<file path="src/include/tkc_pkg.sv">
// package: register map, fields and constants of the tick compare/key block
package tkc_pkg;
	// register byte addresses on the plain register port
	localparam logic [31:0] TKC_ADDR_KEY   = 32'hFFFFFF0C; // service key
	localparam logic [31:0] TKC_ADDR_CMP1  = 32'hFFFFFF10; // first match
	localparam logic [31:0] TKC_ADDR_CMP2  = 32'hFFFFFF14; // second match
	localparam logic [31:0] TKC_ADDR_CINT  = 32'hFFFFFF18; // match irq ctrl
	localparam logic [31:0] TKC_ADDR_GATE  = 32'hFFFFFF1C; // count gate
	localparam logic [31:0] TKC_ADDR_ISTAT = 32'hFFFFFF20; // irq status
	localparam logic [31:0] TKC_ADDR_IMASK = 32'hFFFFFF24; // irq mask
	// match field geometry
	localparam int          TKC_CMP_W      = 21;
	localparam int          TKC_CNT_LSB    = 11;
	// key values
	localparam logic [7:0]  TKC_KEY_ARM    = 8'hE5;
	localparam logic [7:0]  TKC_KEY_SVC    = 8'hA3;
	// control register bit positions
	localparam int          TKC_B_F1       = 7;
	localparam int          TKC_B_F2       = 6;
	localparam int          TKC_B_E1       = 5;
	localparam int          TKC_B_E2       = 4;
	// count gate codes
	localparam logic [1:0]  TKC_GATE_ALL   = 2'h0;
	localparam logic [1:0]  TKC_GATE_PRIV  = 2'h1;
	localparam logic [1:0]  TKC_GATE_USER  = 2'h2;
	localparam logic [1:0]  TKC_GATE_NONE  = 2'h3;
	// irq status bits: 0 first match, 1 second match, 2 service, 3 bad key
	localparam int          TKC_NIRQ       = 4;
	localparam logic [31:0] TKC_ZERO       = 32'h00000000;
	// key decoder states, gray along idle -> armed
	typedef enum logic [0:0] {
		TKC_IDLE  = 1'b0,
		TKC_ARMED = 1'b1
	} tkc_key_e;
endpackage : tkc_pkg

</file>
<file path="src/hw/tkc_core.sv">
// tick compare, count gating and service key decoder
//
// The strobed register port was left to the implementer.
`timescale 1ns/1ps
`default_nettype none
// How it works
// (RQ1) arm value arms; service value while armed services
// (RQ2) service value while unarmed does nothing
// (RQ3) any other key value requests system reset
// (RQ4) software writes arm then service separately
// (RQ5) first match field versus counter bits 31:11
// (RQ6) second match field versus counter bits 31:11
// (RQ7) writes need privilege; reads always allowed
// (RQ8) match value bits 31:21 ignore writes
// (RQ9) bit 7 first flag, write zero clears
// (RQ10) bit 6 second flag, write zero clears
// (RQ11) bit 5 enables first match request
// (RQ12) bit 4 enables second match request
// (RQ13) request high while flag and enable set
// (RQ14) gate code selects modes where counting runs
// (RQ15) reserved control bits ignore writes
module tkc_core
(
	// clock and reset
	input  wire logic        clk,
	input  wire logic        rst,
	// register port
	input  wire logic [31:0] addr,
	input  wire logic [31:0] wdata,
	input  wire logic        wr,
	input  wire logic        rd,
	input  wire logic        priv,
	output logic      [31:0] rdata,
	// counter side
	input  wire logic [31:0] counter,
	output logic             count_gate,
	// events out
	output logic             wd_service,
	output logic             sys_reset_req,
	output logic             match1_irq,
	output logic             match2_irq,
	output logic             irq
);
	import tkc_pkg::*;

	logic [TKC_CMP_W-1:0] cmp1_r;    // first match field
	logic [TKC_CMP_W-1:0] cmp2_r;    // second match field
	logic                 flag1_r;   // first match flag
	logic                 flag2_r;   // second match flag
	logic                 ena1_r;    // first match irq enable
	logic                 ena2_r;    // second match irq enable
	logic [1:0]           gate_r;    // count gate field
	tkc_key_e             key_r;     // key decoder state
	logic                 svc_r;     // service pulse
	logic                 bad_r;     // bad key pulse
	logic [TKC_NIRQ-1:0]  istat_r;   // sticky irq status
	logic [TKC_NIRQ-1:0]  imask_r;   // irq mask
	logic [31:0]          rdata_nxt; // read mux
	logic                 hit1;      // counter equals first field
	logic                 hit2;      // counter equals second field
	logic [TKC_NIRQ-1:0]  ev_set;    // events that set status bits
	logic                 key_wr;    // privileged write to the key

	// privileged write decode, shared by every register
	function automatic logic pwr(input logic [31:0] a,
			input logic [31:0] want, input logic w, input logic p);
		pwr = w && p && (a == want); // [RQ7]
	endfunction : pwr

	assign key_wr = pwr(addr, TKC_ADDR_KEY, wr, priv);
	// only the counter's upper 21 bits take part in the match
	assign hit1   = counter[31:TKC_CNT_LSB] == cmp1_r; // [RQ5]
	assign hit2   = counter[31:TKC_CNT_LSB] == cmp2_r; // [RQ6]

	// match value registers; high bits are never stored
	always_ff @(posedge clk) begin
		if (rst) begin
			cmp1_r <= '0;
			cmp2_r <= '0;
		end else begin
			if (pwr(addr, TKC_ADDR_CMP1, wr, priv))
				cmp1_r <= wdata[TKC_CMP_W-1:0]; // [RQ8]
			if (pwr(addr, TKC_ADDR_CMP2, wr, priv))
				cmp2_r <= wdata[TKC_CMP_W-1:0]; // [RQ8]
		end
	end

	// match flags: a match in the clearing cycle keeps the flag set
	always_ff @(posedge clk) begin
		if (rst) begin
			flag1_r <= 1'b0;
			flag2_r <= 1'b0;
		end else begin
			if (hit1)
				flag1_r <= 1'b1; // [RQ5]
			else if (pwr(addr, TKC_ADDR_CINT, wr, priv) && !wdata[TKC_B_F1])
				flag1_r <= 1'b0; // [RQ9]
			if (hit2)
				flag2_r <= 1'b1; // [RQ6]
			else if (pwr(addr, TKC_ADDR_CINT, wr, priv) && !wdata[TKC_B_F2])
				flag2_r <= 1'b0; // [RQ10]
		end
	end

	// enables and count gate; reserved bits are simply not stored
	always_ff @(posedge clk) begin
		if (rst) begin
			ena1_r <= 1'b0;
			ena2_r <= 1'b0;
			gate_r <= TKC_GATE_ALL;
		end else begin
			if (pwr(addr, TKC_ADDR_CINT, wr, priv)) begin
				ena1_r <= wdata[TKC_B_E1]; // [RQ11] [RQ15]
				ena2_r <= wdata[TKC_B_E2]; // [RQ12]
			end
			if (pwr(addr, TKC_ADDR_GATE, wr, priv))
				gate_r <= wdata[1:0]; // [RQ15]
		end
	end

	// count gate follows the cpu mode seen this cycle
	always_comb begin
		case (gate_r)
			TKC_GATE_ALL:  count_gate = 1'b1; // [RQ14]
			TKC_GATE_PRIV: count_gate = priv;
			TKC_GATE_USER: count_gate = !priv;
			TKC_GATE_NONE: count_gate = 1'b0;
			default:       count_gate = 1'b0;
		endcase
	end

	// request lines are plain levels of flag and enable
	assign match1_irq = flag1_r && ena1_r; // [RQ11] [RQ13]
	assign match2_irq = flag2_r && ena2_r; // [RQ12] [RQ13]

	// key decoder; the key sits in the low byte, upper bits must be zero
	always_ff @(posedge clk) begin
		if (rst) begin
			key_r <= TKC_IDLE;
			svc_r <= 1'b0;
			bad_r <= 1'b0;
		end else begin
			svc_r <= 1'b0;
			bad_r <= 1'b0;
			if (key_wr) begin
				if (wdata == {24'h000000, TKC_KEY_ARM}) begin
					key_r <= TKC_ARMED; // [RQ1] [RQ4]
				end else if (wdata == {24'h000000, TKC_KEY_SVC}) begin
					case (key_r)
						TKC_ARMED: svc_r <= 1'b1; // [RQ1]
						TKC_IDLE:  svc_r <= 1'b0; // [RQ2]
						default:   svc_r <= 1'b0;
					endcase
					key_r <= TKC_IDLE; // [RQ2]
				end else begin
					bad_r <= 1'b1; // [RQ3]
					key_r <= TKC_IDLE;
				end
			end
		end
	end
	assign wd_service    = svc_r;
	assign sys_reset_req = bad_r;

	// status set sources, in status bit order
	assign ev_set = {bad_r, svc_r, hit2, hit1};

	// sticky status: set wins over write-one-to-clear
	always_ff @(posedge clk) begin
		if (rst) begin
			istat_r <= '0;
			imask_r <= '0;
		end else begin
			for (int i = 0; i < TKC_NIRQ; i++) begin
				if (ev_set[i])
					istat_r[i] <= 1'b1;
				else if (pwr(addr, TKC_ADDR_ISTAT, wr, priv) && wdata[i])
					istat_r[i] <= 1'b0;
			end
			if (pwr(addr, TKC_ADDR_IMASK, wr, priv))
				imask_r <= wdata[TKC_NIRQ-1:0];
		end
	end
	assign irq = |(istat_r & imask_r);

	// read mux; reserved bits and the key read as zero
	always_comb begin
		rdata_nxt = TKC_ZERO;
		case (addr)
			TKC_ADDR_CMP1:  rdata_nxt[TKC_CMP_W-1:0] = cmp1_r; // [RQ7]
			TKC_ADDR_CMP2:  rdata_nxt[TKC_CMP_W-1:0] = cmp2_r;
			TKC_ADDR_CINT: begin
				rdata_nxt[TKC_B_F1] = flag1_r; // [RQ9]
				rdata_nxt[TKC_B_F2] = flag2_r; // [RQ10]
				rdata_nxt[TKC_B_E1] = ena1_r;
				rdata_nxt[TKC_B_E2] = ena2_r;
			end
			TKC_ADDR_GATE:  rdata_nxt[1:0] = gate_r;
			TKC_ADDR_ISTAT: rdata_nxt[TKC_NIRQ-1:0] = istat_r;
			TKC_ADDR_IMASK: rdata_nxt[TKC_NIRQ-1:0] = imask_r;
			default:        rdata_nxt = TKC_ZERO;
		endcase
	end

	// read data registered, valid only the cycle after the strobe
	always_ff @(posedge clk) begin
		if (rst)
			rdata <= TKC_ZERO;
		else if (rd)
			rdata <= rdata_nxt;
		else
			rdata <= TKC_ZERO;
	end

	// checks
	property p_svc;
		@(posedge clk) disable iff (rst)
		key_wr && wdata == {24'h000000, TKC_KEY_SVC} && key_r == TKC_ARMED
		|=> wd_service && key_r == TKC_IDLE;
	endproperty
	a_svc: assert property (p_svc) else $error("service missed"); // [RQ1]
	property p_nosvc;
		@(posedge clk) disable iff (rst)
		key_wr && key_r == TKC_IDLE |=> !wd_service;
	endproperty
	a_nosvc: assert property (p_nosvc) else $error("stray service"); // [RQ2]
	property p_bad;
		@(posedge clk) disable iff (rst)
		key_wr && wdata != {24'h000000, TKC_KEY_SVC}
		&& wdata != {24'h000000, TKC_KEY_ARM} |=> sys_reset_req;
	endproperty
	a_bad: assert property (p_bad) else $error("bad key no reset"); // [RQ3]
	property p_arm;
		@(posedge clk) disable iff (rst)
		key_wr && wdata == {24'h000000, TKC_KEY_ARM} |=> key_r == TKC_ARMED;
	endproperty
	a_arm: assert property (p_arm) else $error("not armed"); // [RQ1]
	property p_f1;
		@(posedge clk) disable iff (rst)
		hit1 |=> flag1_r;
	endproperty
	a_f1: assert property (p_f1) else $error("flag1 not set"); // [RQ5]
	property p_f2;
		@(posedge clk) disable iff (rst)
		hit2 |=> flag2_r;
	endproperty
	a_f2: assert property (p_f2) else $error("flag2 not set"); // [RQ6]
	property p_upriv;
		@(posedge clk) disable iff (rst)
		wr && !priv |=> $stable(cmp1_r) && $stable(gate_r);
	endproperty
	a_upriv: assert property (p_upriv) else $error("user write took"); // [RQ7]
	property p_irq1;
		@(posedge clk) disable iff (rst)
		hit1 && ena1_r && !pwr(addr, TKC_ADDR_CINT, wr, priv)
		|=> match1_irq;
	endproperty
	a_irq1: assert property (p_irq1) else $error("irq1 wrong"); // [RQ13]
	property p_clr1;
		@(posedge clk) disable iff (rst)
		pwr(addr, TKC_ADDR_CINT, wr, priv) && !wdata[TKC_B_F1] && !hit1
		|=> !flag1_r;
	endproperty
	a_clr1: assert property (p_clr1) else $error("flag1 kept"); // [RQ9]
	property p_gate;
		@(posedge clk) disable iff (rst)
		gate_r == TKC_GATE_NONE |-> !count_gate;
	endproperty
	a_gate: assert property (p_gate) else $error("gate wrong"); // [RQ14]
	c_svc: cover property (@(posedge clk) wd_service);
	c_bad: cover property (@(posedge clk) sys_reset_req);
	c_irq: cover property (@(posedge clk) irq);
	c_hit1: cover property (@(posedge clk) match1_irq);
endmodule : tkc_core
`default_nettype wire

</file>
<file path="config.mk">
export PLATFORM = sky130hd
export DESIGN_NAME = tkc_core
export DESIGN_NICKNAME = d
export VERILOG_FILES = /design/src/include/tkc_pkg.sv /design/src/hw/tkc_core.sv
export SDC_FILE = /design/constraint.sdc
export NUM_CORES = 1
export LEC_CHECK = 0
export ABC_AREA = 0
export BUFFER_PORTS_ARGS = -buffer_cell sky130_fd_sc_hd__buf_2
export CORE_MARGIN = 4
export CORE_UTILIZATION = 54
export DETAILED_ROUTE_END_ITERATION = 8
export PLACE_DENSITY_LB_ADDON = 0.2
export SETUP_SLACK_MARGIN = 0.05
export SYNTH_ARGS = -nofsm -noshare
export SYNTH_HDL_FRONTEND = slang
export SYNTH_SLANG_ARGS = --single-unit
</file>
<file path="constraint.sdc">
create_clock -name clk -period 3 [get_ports clk]
set_input_delay 0.15 -clock clk [delete_from_list [all_inputs] [get_ports clk]]
set_output_delay 0.15 -clock clk [all_outputs]
set_load 0.02 [all_outputs]
</file>
==> results.yml, run 1 <==
clocking:
  h-tree-depth: 3
  cts_root_buffer: "clkbuf_8"
  hold_buffers: 0
  cts_tree: "done"
  cts.sinks: 80
  cts_resized: 0
  cts_max_path_buffers: 2
  cts-buffers-inserted: 9
  insertion_delay_ns: 0.34
  postCtsSetupBuffers: 0
  clkTransAtPathRegs_ns: 0.08
synthesis:
  synth_warnings: 0
  synth.distinct_cells: 40
  synth_edf_count: 0
  syn_avg_cell_area_um2: 8.520
  async_reset_ff_share_pct: 0
  synth_common_cells: "91 x nand2_1, 80 x dfxtp_1, 44 x a21oi_1"
  postSynthCellCount: 452
  synth_area_leader_cell: "dfxtp_1"
  synthFlopType: "dfxtp_1"
  yosysMostFrequentCell: "nand2_1"
  yosysSeqAreaShare_pct: 41.59
  syn_area_mm2: 0.003851
  synth_area_leaders: "dfxtp_1 42%, nand2_1 8.9%, xor2_1 7.7%, a21oi_1 5.7%, mux2i_1 5.5%"
  yosysTopAreaCellShare_pct: 41.59
  ys_seq_elements: 80
global_route:
  grt_max_degree: 52
  antenna_found_initial: 0
  grt_usage_pct: 25.73
  grt_pass1_vias: 3635
  grt_remaining_overflow: 0
  grt_pass1_wl_um: 17510
die:
  core-area_mm2: 0.006869
  row_count: 30
  pin_count: 139
  initial_core_util_pct: 56.07
  die_w_um: 92.45
  die_area_mm2: 0.008547
  die_y_um: 92.45
cells_and_area:
  fin_area_mm2: 0.004696
  area_growth_pct: 21.93
  antennaDiodeCount: 0
  fin_nets: 664
  drive_gt1_share_pct: 27.51
drt:
  viasPerCell: 5.590
  postRouteAntennaNets: 0
  route.detailed.drc: 0
  drtIter0Drc: 291
  wire_per_inst_um: 16.38
  wirelength_um: 10860
  vias: 3706
  drt_first_pass_iters: 4
timing:
  worst_slew_pin_slew_ns: 0.5641
  fin_crit_sh_pct: 63.17
  slew_violations: 0
  tns_ns: 0
  skew_ns: 0.004164
  fin_crit_ns: 1.895
  report.final.hold_viol_count: 0
  slew-limit-headroom_pct: 61.86
  rsz0062_at_grt: "no"
  fmax_mhz: 527.7
  setup_viol: 0
flow_run:
  maxCapViolCount: 0
setup_path:
  cp-start-kind: "input port"
  crit_required_ns: 3.28
  path_max_fanout: 20
  cp.arrival_ns: 2.17
  reg2regPathDepth: 5
  endpoint: "cmp2_r[12]"
  r2r_slack_ns: 1.26
  critPathKind: "in -> reg"
  startpoint: "addr[5]"
  critPathCaptureType: "flip-flop"
  reg2reg_to: "istat_r[1]"
  reg2reg_from: "cmp2_r[7]"
run_status:
  status: "completed"
placement:
  hpwlAfterDp_um: 7937
  gp_congestion: 0.9161
  dpl_cell_area_mm2: 0.004461
  io_buffers: 116
min_path:
  hold_class: "in -> reg"
power_and_ir_drop:
  p_per_area_mw_per_mm2: 463.3
  ir_worst_vdd_v: 0.0003366
  p_leak_nw: 2.070
[sequential cells by signal, indices dropped and copies added, names as in the netlist]
| name | flops |
|---|---|
| rdata | 21 |
| wd_service | 1 |
| istat_r | 4 |
| cmp1_r | 21 |
| ena2_r | 1 |
| flag2_r | 1 |
| imask_r | 4 |
| cmp2_r | 21 |
| ena1_r | 1 |
| key_r | 1 |
| gate_r | 2 |
| sys_reset_req | 1 |
| flag1_r | 1 |
[metrics by stage]
step | std cells | total power, W | hold WS, ns | setup slack (ns) | util (%)
global placement | 648 | 0.001260 | 0.4181 | 0.8706 | 64.94
detailed placement | 648 | 0.001262 | 0.4275 | 0.8113 | 64.94
finish | 663 | 0.002176 | 0.07403 | 1.105 | 68.36
floorplan | 462 | 0.001172 | 0.2588 | 1.443 | -
global route | 663 | 0.002236 | 0.06646 | 0.9855 | 68.36
CTS | 663 | 0.002180 | 0.06608 | 1.137 | 68.36
[power breakdown]
| group | switching, W | leakage, nW | total, W | internal (W) |
|---|---|---|---|---|
| sequential | 0.0000000000483 | 0.644 | 0.00106 | 0.00106 |
| combinational | 0.000108 | 1.31 | 0.000180 | 0.0000724 |
| clock | 0.000362 | 0.117 | 0.000935 | 0.000572 |
| total | 0.000470 | 2.07 | 0.00218 | 0.00171 |
[critical path, cell delays in order]
cell and delay [ns]:
buf_2 0.12, or4b_4 0.57, nor2b_2 0.49, and4_1 0.30, buf_4 0.27, nand2_1 0.10
a21oi_1 0.15
[cell families after synthesis]
group / synth area share [%]
mux: 8.674
simple gates: 24.59
flops: 41.59
compound gates: 9.876
xor+xnor: 9.779
other cells: 0.09737
buf+inv: 5.393
[layout by cell type, fill, tap and decap left out, types with 4 or more instances in the layout]
cell type	Yosys	final
and2_1	4	4
a21oi_1	44	44
inv_1	5	5
xor2_1	34	34
nor2_1	35	35
conb_1	1	11
mux2_2	11	11
a22oi_1	6	6
buf_2	10	116
nand4_1	21	21
nand3_1	4	4
mux2i_1	21	21
xnor2_1	9	9
nor4_1	15	15
dfxtp_1	80	80
clkbuf_8	0	10
nand2_1	91	91
a32oi_1	4	4
buf_4	13	8
[routing by layer]
layer | global-route usage [%] | routed length (um) | up-vias
met3 | 6.499 | 895 | 27
met1 | 32.13 | 4475 | 1730
met5 | 0 | 0 | -
li1 | - | - | 1773
met4 | 7.921 | 203 | 0
met2 | 43.56 | 5286 | 176
[cell type report]
type	instances	area, um2
clock inverter	3	90.09
inverter	5	18.77
sequential	80	1602
timing repair buffer	124	640.6
fill	582	2173
clock buffer	12	145.1
multi-input combinational	343	2079
tap	96	120.1
[how the worst min path moves through the flow]
stage / start / endpoint / slack, ns / cells after the start
floorplan: wdata[2] / istat_r[2] / 0.26 / 1
global placement: wdata[10] / cmp1_r[10] / 0.42 / 3
detailed placement: wdata[19] / cmp1_r[19] / 0.43 / 3
CTS: wdata[19] / cmp1_r[19] / 0.07 / 3
global route: wdata[20] / cmp2_r[20] / 0.07 / 3
finish: wdata[19] / cmp1_r[19] / 0.07 / 3
No activity file was read; power rests on OpenSTA's default activity.
==> inputs of run 2 (changes only) <==
- CORE_UTILIZATION: 54 -> 50
- clock period: 3 -> 1.9 ns (I/O delays scaled with it)
==> run 2 against run 1 <==
Critical path depth unchanged. Hold slack got worse by 0.072 ns. Die area grew 7.3%. Global-route usage down 1.4 points. Clock-buffer cell count down 3. Final area is 2.9% higher. Register-to-register slack worse by 1.1 ns. Via count shrank 0.35%. Combinational power rose by 65%.
==> results.yml, run 2 (synthesis gave the netlist of run 1 again) <==
run_status:
  status: "completed"
die:
  core-area_mm2: 0.007370
  initial_core_util_pct: 52.26
  die_y_um: 95.77
  pin_count: 139
  die_w_um: 95.77
  die_area_mm2: 0.009171
  row_count: 31
setup_path:
  max_stage_delay_ns: 0.53
  path_max_fanout: 3
  cp-start-kind: "input port"
  crit_required_ns: 2.19
  critPathKind: "in -> reg"
  crit_path_frequent_cell: "nand4_1"
  worst_path_max_delay_cell: "dlygate4sd3_1"
  cp.buffers_inverters: 2
  cpLargestDelayFamily: "simple AND/OR/NAND/NOR gates"
  critPathCaptureType: "flip-flop"
  cp.arrival_ns: 2.02
  crit_chain: "dlygate4sd3_1 -> buf_2 -> nor4b_1 -> nand4_1 -> nor2_1 -> nand4_1 -> a21oi_1"
min_path:
  hold_class: "in -> reg"
clocking:
  h-tree-depth: 3
  clkTransAtPathRegs_ns: 0.09
  cts_resized: 0
  cts.sinks: 80
  insertion_delay_ns: 0.36
  cts_tree: "done"
  cts-buffers-inserted: 9
  hold_buffers: 5
  cts_root_buffer: "clkbuf_8"
  postCtsSetupBuffers: 0
  cts_max_path_buffers: 2
drt:
  wirelength_um: 11180
  drtIter0Drc: 225
  viasPerCell: 5.415
  route.detailed.drc: 0
  postRouteAntennaNets: 0
  vias: 3693
  drt_first_pass_iters: 5
  wire_per_inst_um: 16.40
power_and_ir_drop:
  p_per_area_mw_per_mm2: 688.3
  ir_worst_vdd_v: 0.0003532
  total_power_w: 0.003325
  p_leak_nw: 2.137
timing:
  tns_ns: 0
  report.final.hold_viol_count: 0
  slew-limit-headroom_pct: 63.29
  timing.hold.ws_ns: 0.002180
  fin_crit_ns: 1.737
  rsz0062_at_grt: "no"
  slew_violations: 0
  worst_slew_pin_slew_ns: 0.5506
  fmax_mhz: 575.8
  skew_ns: 0.008997
  fin_crit_sh_pct: 91.40
  setup_viol: 0
global_route:
  top_usage_layer: "met2"
  met3_usage_pct: 3.831
  met2_usage_pct: 41.00
  use_met1_pct: 31.89
  grt_pass1_vias: 3464
  grt_usage_pct: 24.36
  grt_pass1_wl_um: 16990
  grt_remaining_overflow: 0
  antenna_found_initial: 0
  grt_max_degree: 52
cells_and_area:
  area_growth_pct: 25.44
  reg_top3: "cmp1_r: 21 flops, cmp2_r: 21 flops, rdata: 21 flops"
  most-common-layout-cells: "116 x buf_2, 91 x nand2_1, 80 x dfxtp_1"
  n_fill_cell: 666
  fin_nets: 680
  final_common_cell: "buf_2"
  antennaDiodeCount: 0
  drive_gt1_share_pct: 28.99
placement:
  hpwlAfterDp_um: 8355
  io_buffers: 116
  gp_congestion: 0.9084
flow_run:
  maxCapViolCount: 0
-- run 2: changes by cell type in the layout (fill, tap and decap cells not counted) --
cell,change
bufinv_16,-1
clkbuf_8,-1
buf_4,+9
clkbuf_1,-2
clkinvlp_4,+2
dlygate4sd3_1,+5
buf_12,+2
clkinv_2,+2
-- run 2: stage by stage --
stage	instances	setup slack (ns)	cell area [um2]	utilization, %
CTS	682	0.1923	4831	65.55
global route	682	0.08430	4831	65.55
finish	682	0.1634	4831	65.55
global placement	662	0.1453	4572	62.04
detailed placement	662	0.1064	4572	62.04
floorplan	462	0.3981	3889	-
-- run 2: final timing paths --
| kind | from | to | slack, ns | depth (start not counted) |
|---|---|---|---|---|
| hold reg to reg | key_r | key_r | 0.47 | 2 |
| setup / recovery | wdata[17] | key_r | 0.16 | 7 |
| setup reg to reg | cmp1_r[16] | flag1_r | 0.21 | 6 |
| hold / removal | wdata[9] | cmp2_r[9] | 0.002 | 3 |
-- run 2: worst reg2reg max path: stages, from the launching register on --
cell      delay [ns]
dfxtp_1         0.34
xor2_1          0.21
nor4_1          0.39
nand4_1         0.14
nor4_1          0.31
buf_4           0.17
nand2b_1        0.09
-- run 2: layout make-up --
type	instances	area (um2)	area share, %
Multi-Input combinational cell	343	2079	43.05
Sequential cell	80	1602	33.15
Timing Repair Buffer	140	798.3	16.52
Clock buffer	9	123.9	2.564
Tap cell	99	123.9	2.564
Clock inverter	6	85.08	1.761
Inverter	5	18.77	0.3885
-- run 2: layer usage --
| layer | wire length (um) | up-vias | share of wire, % |
|---|---|---|---|
| li1 | - | 1798 | - |
| met1 | 4820 | 1751 | 43 |
| met4 | 133 | 0 | 1.2 |
| met5 | 0 | - | 0 |
| met2 | 5528 | 131 | 49 |
| met3 | 700 | 13 | 6.3 |
-- run 2: power by group --
group	leakage, nW	internal (W)	switching, W	total, W
Combinational	1.39	0.000127	0.000171	0.000297
Sequential	0.644	0.00167	0.0000000000868	0.00167
Clock	0.101	0.000728	0.000626	0.00135
Total	2.14	0.00253	0.000796	0.00333
==> inputs of run 3 (changes only) <==
==> constraint.sdc (replaced) <==
create_clock -name clk -period 1.9 [get_ports clk]
set_input_delay 0.38 -clock clk [delete_from_list [all_inputs] [get_ports clk]]
set_output_delay 0.38 -clock clk [all_outputs]
set_load 0.02 [all_outputs]
==> run 3 against run 2 <==
Routed wire length up 1.7%. Setup slack got worse by 0.022 ns. Clock-buffer cell count is 2 higher. Largest cell class unchanged. Highest routed layer unchanged.
==> results.yml, run 3 (synthesis gave the netlist of run 1 again) <==
global_route:
  grt_usage_pct: 25.42
  grt_pass1_vias: 3653
  grt_remaining_overflow: 0
  antenna_found_initial: 0
  grt_max_degree: 25
  grt_pass1_wl_um: 17660
power_and_ir_drop:
  p_leak_nw: 2.192
  total_power_w: 0.003388
  p_per_area_mw_per_mm2: 689.3
  ir_worst_vdd_v: 0.0006134
drt:
  route.detailed.drc: 0
  drt_first_pass_iters: 5
  vias: 3768
  wire_per_inst_um: 16.49
  drtIter0Drc: 189
  wirelength_um: 11380
  viasPerCell: 5.461
  postRouteAntennaNets: 0
setup_path:
  crit_chain: "xor2_1 -> nor4_1 -> nand4_1 -> nor4_1 -> buf_4 -> nand2b_1"
  critPathKind: "reg -> reg"
  reg2regPathDepth: 6
  crit_path_frequent_cell: "nor4_1"
  max_stage_delay_ns: 0.38
  cp-start-kind: "flip-flop"
  reg2reg_from: "cmp1_r[14]"
  startpoint: "cmp1_r[14]"
  crit_required_ns: 2.20
  worst_path_max_delay_cell: "nor4_1"
  critPathCaptureType: "flip-flop"
  cp.arrival_ns: 2.06
  path_max_fanout: 3
cells_and_area:
  reg_top3: "cmp1_r: 21 flops, cmp2_r: 21 flops, rdata: 21 flops"
  drive_gt1_share_pct: 30.80
  antennaDiodeCount: 0
  fin_area_mm2: 0.004915
  final_common_cell: "buf_2"
  most-common-layout-cells: "116 x buf_2, 91 x nand2_1, 80 x dfxtp_1"
  fin_nets: 687
  area_growth_pct: 27.62
  final_util_pct: 66.69
clocking:
  insertion_delay_ns: 0.35
  cts-buffers-inserted: 9
  cts.sinks: 80
  h-tree-depth: 3
  clkTransAtPathRegs_ns: 0.09
  cts_tree: "done"
  cts_root_buffer: "clkbuf_8"
  postCtsSetupBuffers: 0
  cts_max_path_buffers: 2
timing:
  report.final.hold_viol_count: 0
  fin_crit_ns: 1.759
  fmax_mhz: 568.6
  skew_ns: 0.009947
  finalWorstSetupSlack_ns: 0.1412
  rsz0062_at_grt: "no"
  setup_viol: 0
  slew_violations: 0
  fin_crit_sh_pct: 92.57
placement:
  pre_cts_slack_ns: -0.1403
  io_buffers: 116
  dpl_cell_area_mm2: 0.004687
  hpwlAfterDp_um: 8573
  gp_congestion: 0.8922
run_status:
  status: "completed"
die:
  die_w_um: 95.77
  core-area_mm2: 0.007370
  pin_count: 139
  row_count: 31
  die_area_mm2: 0.009171
  die_y_um: 95.77
  initial_core_util_pct: 52.26
min_path:
  hold_class: "in -> reg"
  min_delay_path_depth: 3
  hold_start: "wdata[17]"
flow_run:
  maxCapViolCount: 0
[run 3: cell count changes in the layout (fill, tap and decap cells not counted), sizes merged]
cell | before | now
buf | 135 | 147
clkbuf | 9 | 11
clkinv | 2 | 1
dlygate4sd3 | 5 | 0
[run 3: where the power goes]
part           total [W]    switching [W]  internal (W)
sequential       0.00167  0.0000000000844       0.00167
clock            0.00141         0.000634      0.000775
combinational   0.000304         0.000173      0.000131
[run 3: path summary, 6_finish.rpt]
kind	to	slack (ns)
max	flag1_r	0.14
min	cmp1_r[17]	0.29
max reg2reg	flag1_r	0.14
min reg2reg	key_r	0.47
[run 3: repair_timing]
item | in CTS | in global routing
setup endpoints to repair | 0 | 1
hold buffers | 0 | 0
gates resized for setup | 0 | 1
[run 3: area by class of cell]
type | instances | area (um2)
inverters | 5 | 18.77
well taps | 99 | 123.9
fillers | 667 | 2455
clock buffers | 11 | 141.4
multi-input cells | 343 | 2086
flip-flops and latches | 80 | 1602
clock inverters | 5 | 80.08
repair buffers | 147 | 863.3
[run 3: through the flow]
step | setup TNS, ns | std cells | hold slack [ns]
after floorplan | 0 | 462 | 0.4251
after global placement | -3.282 | 674 | 0.4388
after detailed placement | -4.884 | 674 | 0.4590
after CTS | 0 | 690 | 0.2743
after global routing | 0 | 690 | 0.2782
final | 0 | 690 | 0.2877
[run 3: metal layers]
metal	vias to the layer above	GRT usage, %	part of all wire, %
li1	1815	-	-
met2	147	42.04	49
met4	0	9.597	1.9
met3	18	3.987	6.8
met1	1788	33.40	42
met5	-	0	0
[run 3: worst max-delay path: cells and delay by family (launching register included)]
| family | cells | cell delay [ns] |
|---|---|---|
| flops | 1 | 0.34 |
| simple gates | 4 | 1.00 |
| buf+inv | 1 | 0.19 |
| xor+xnor | 1 | 0.17 |
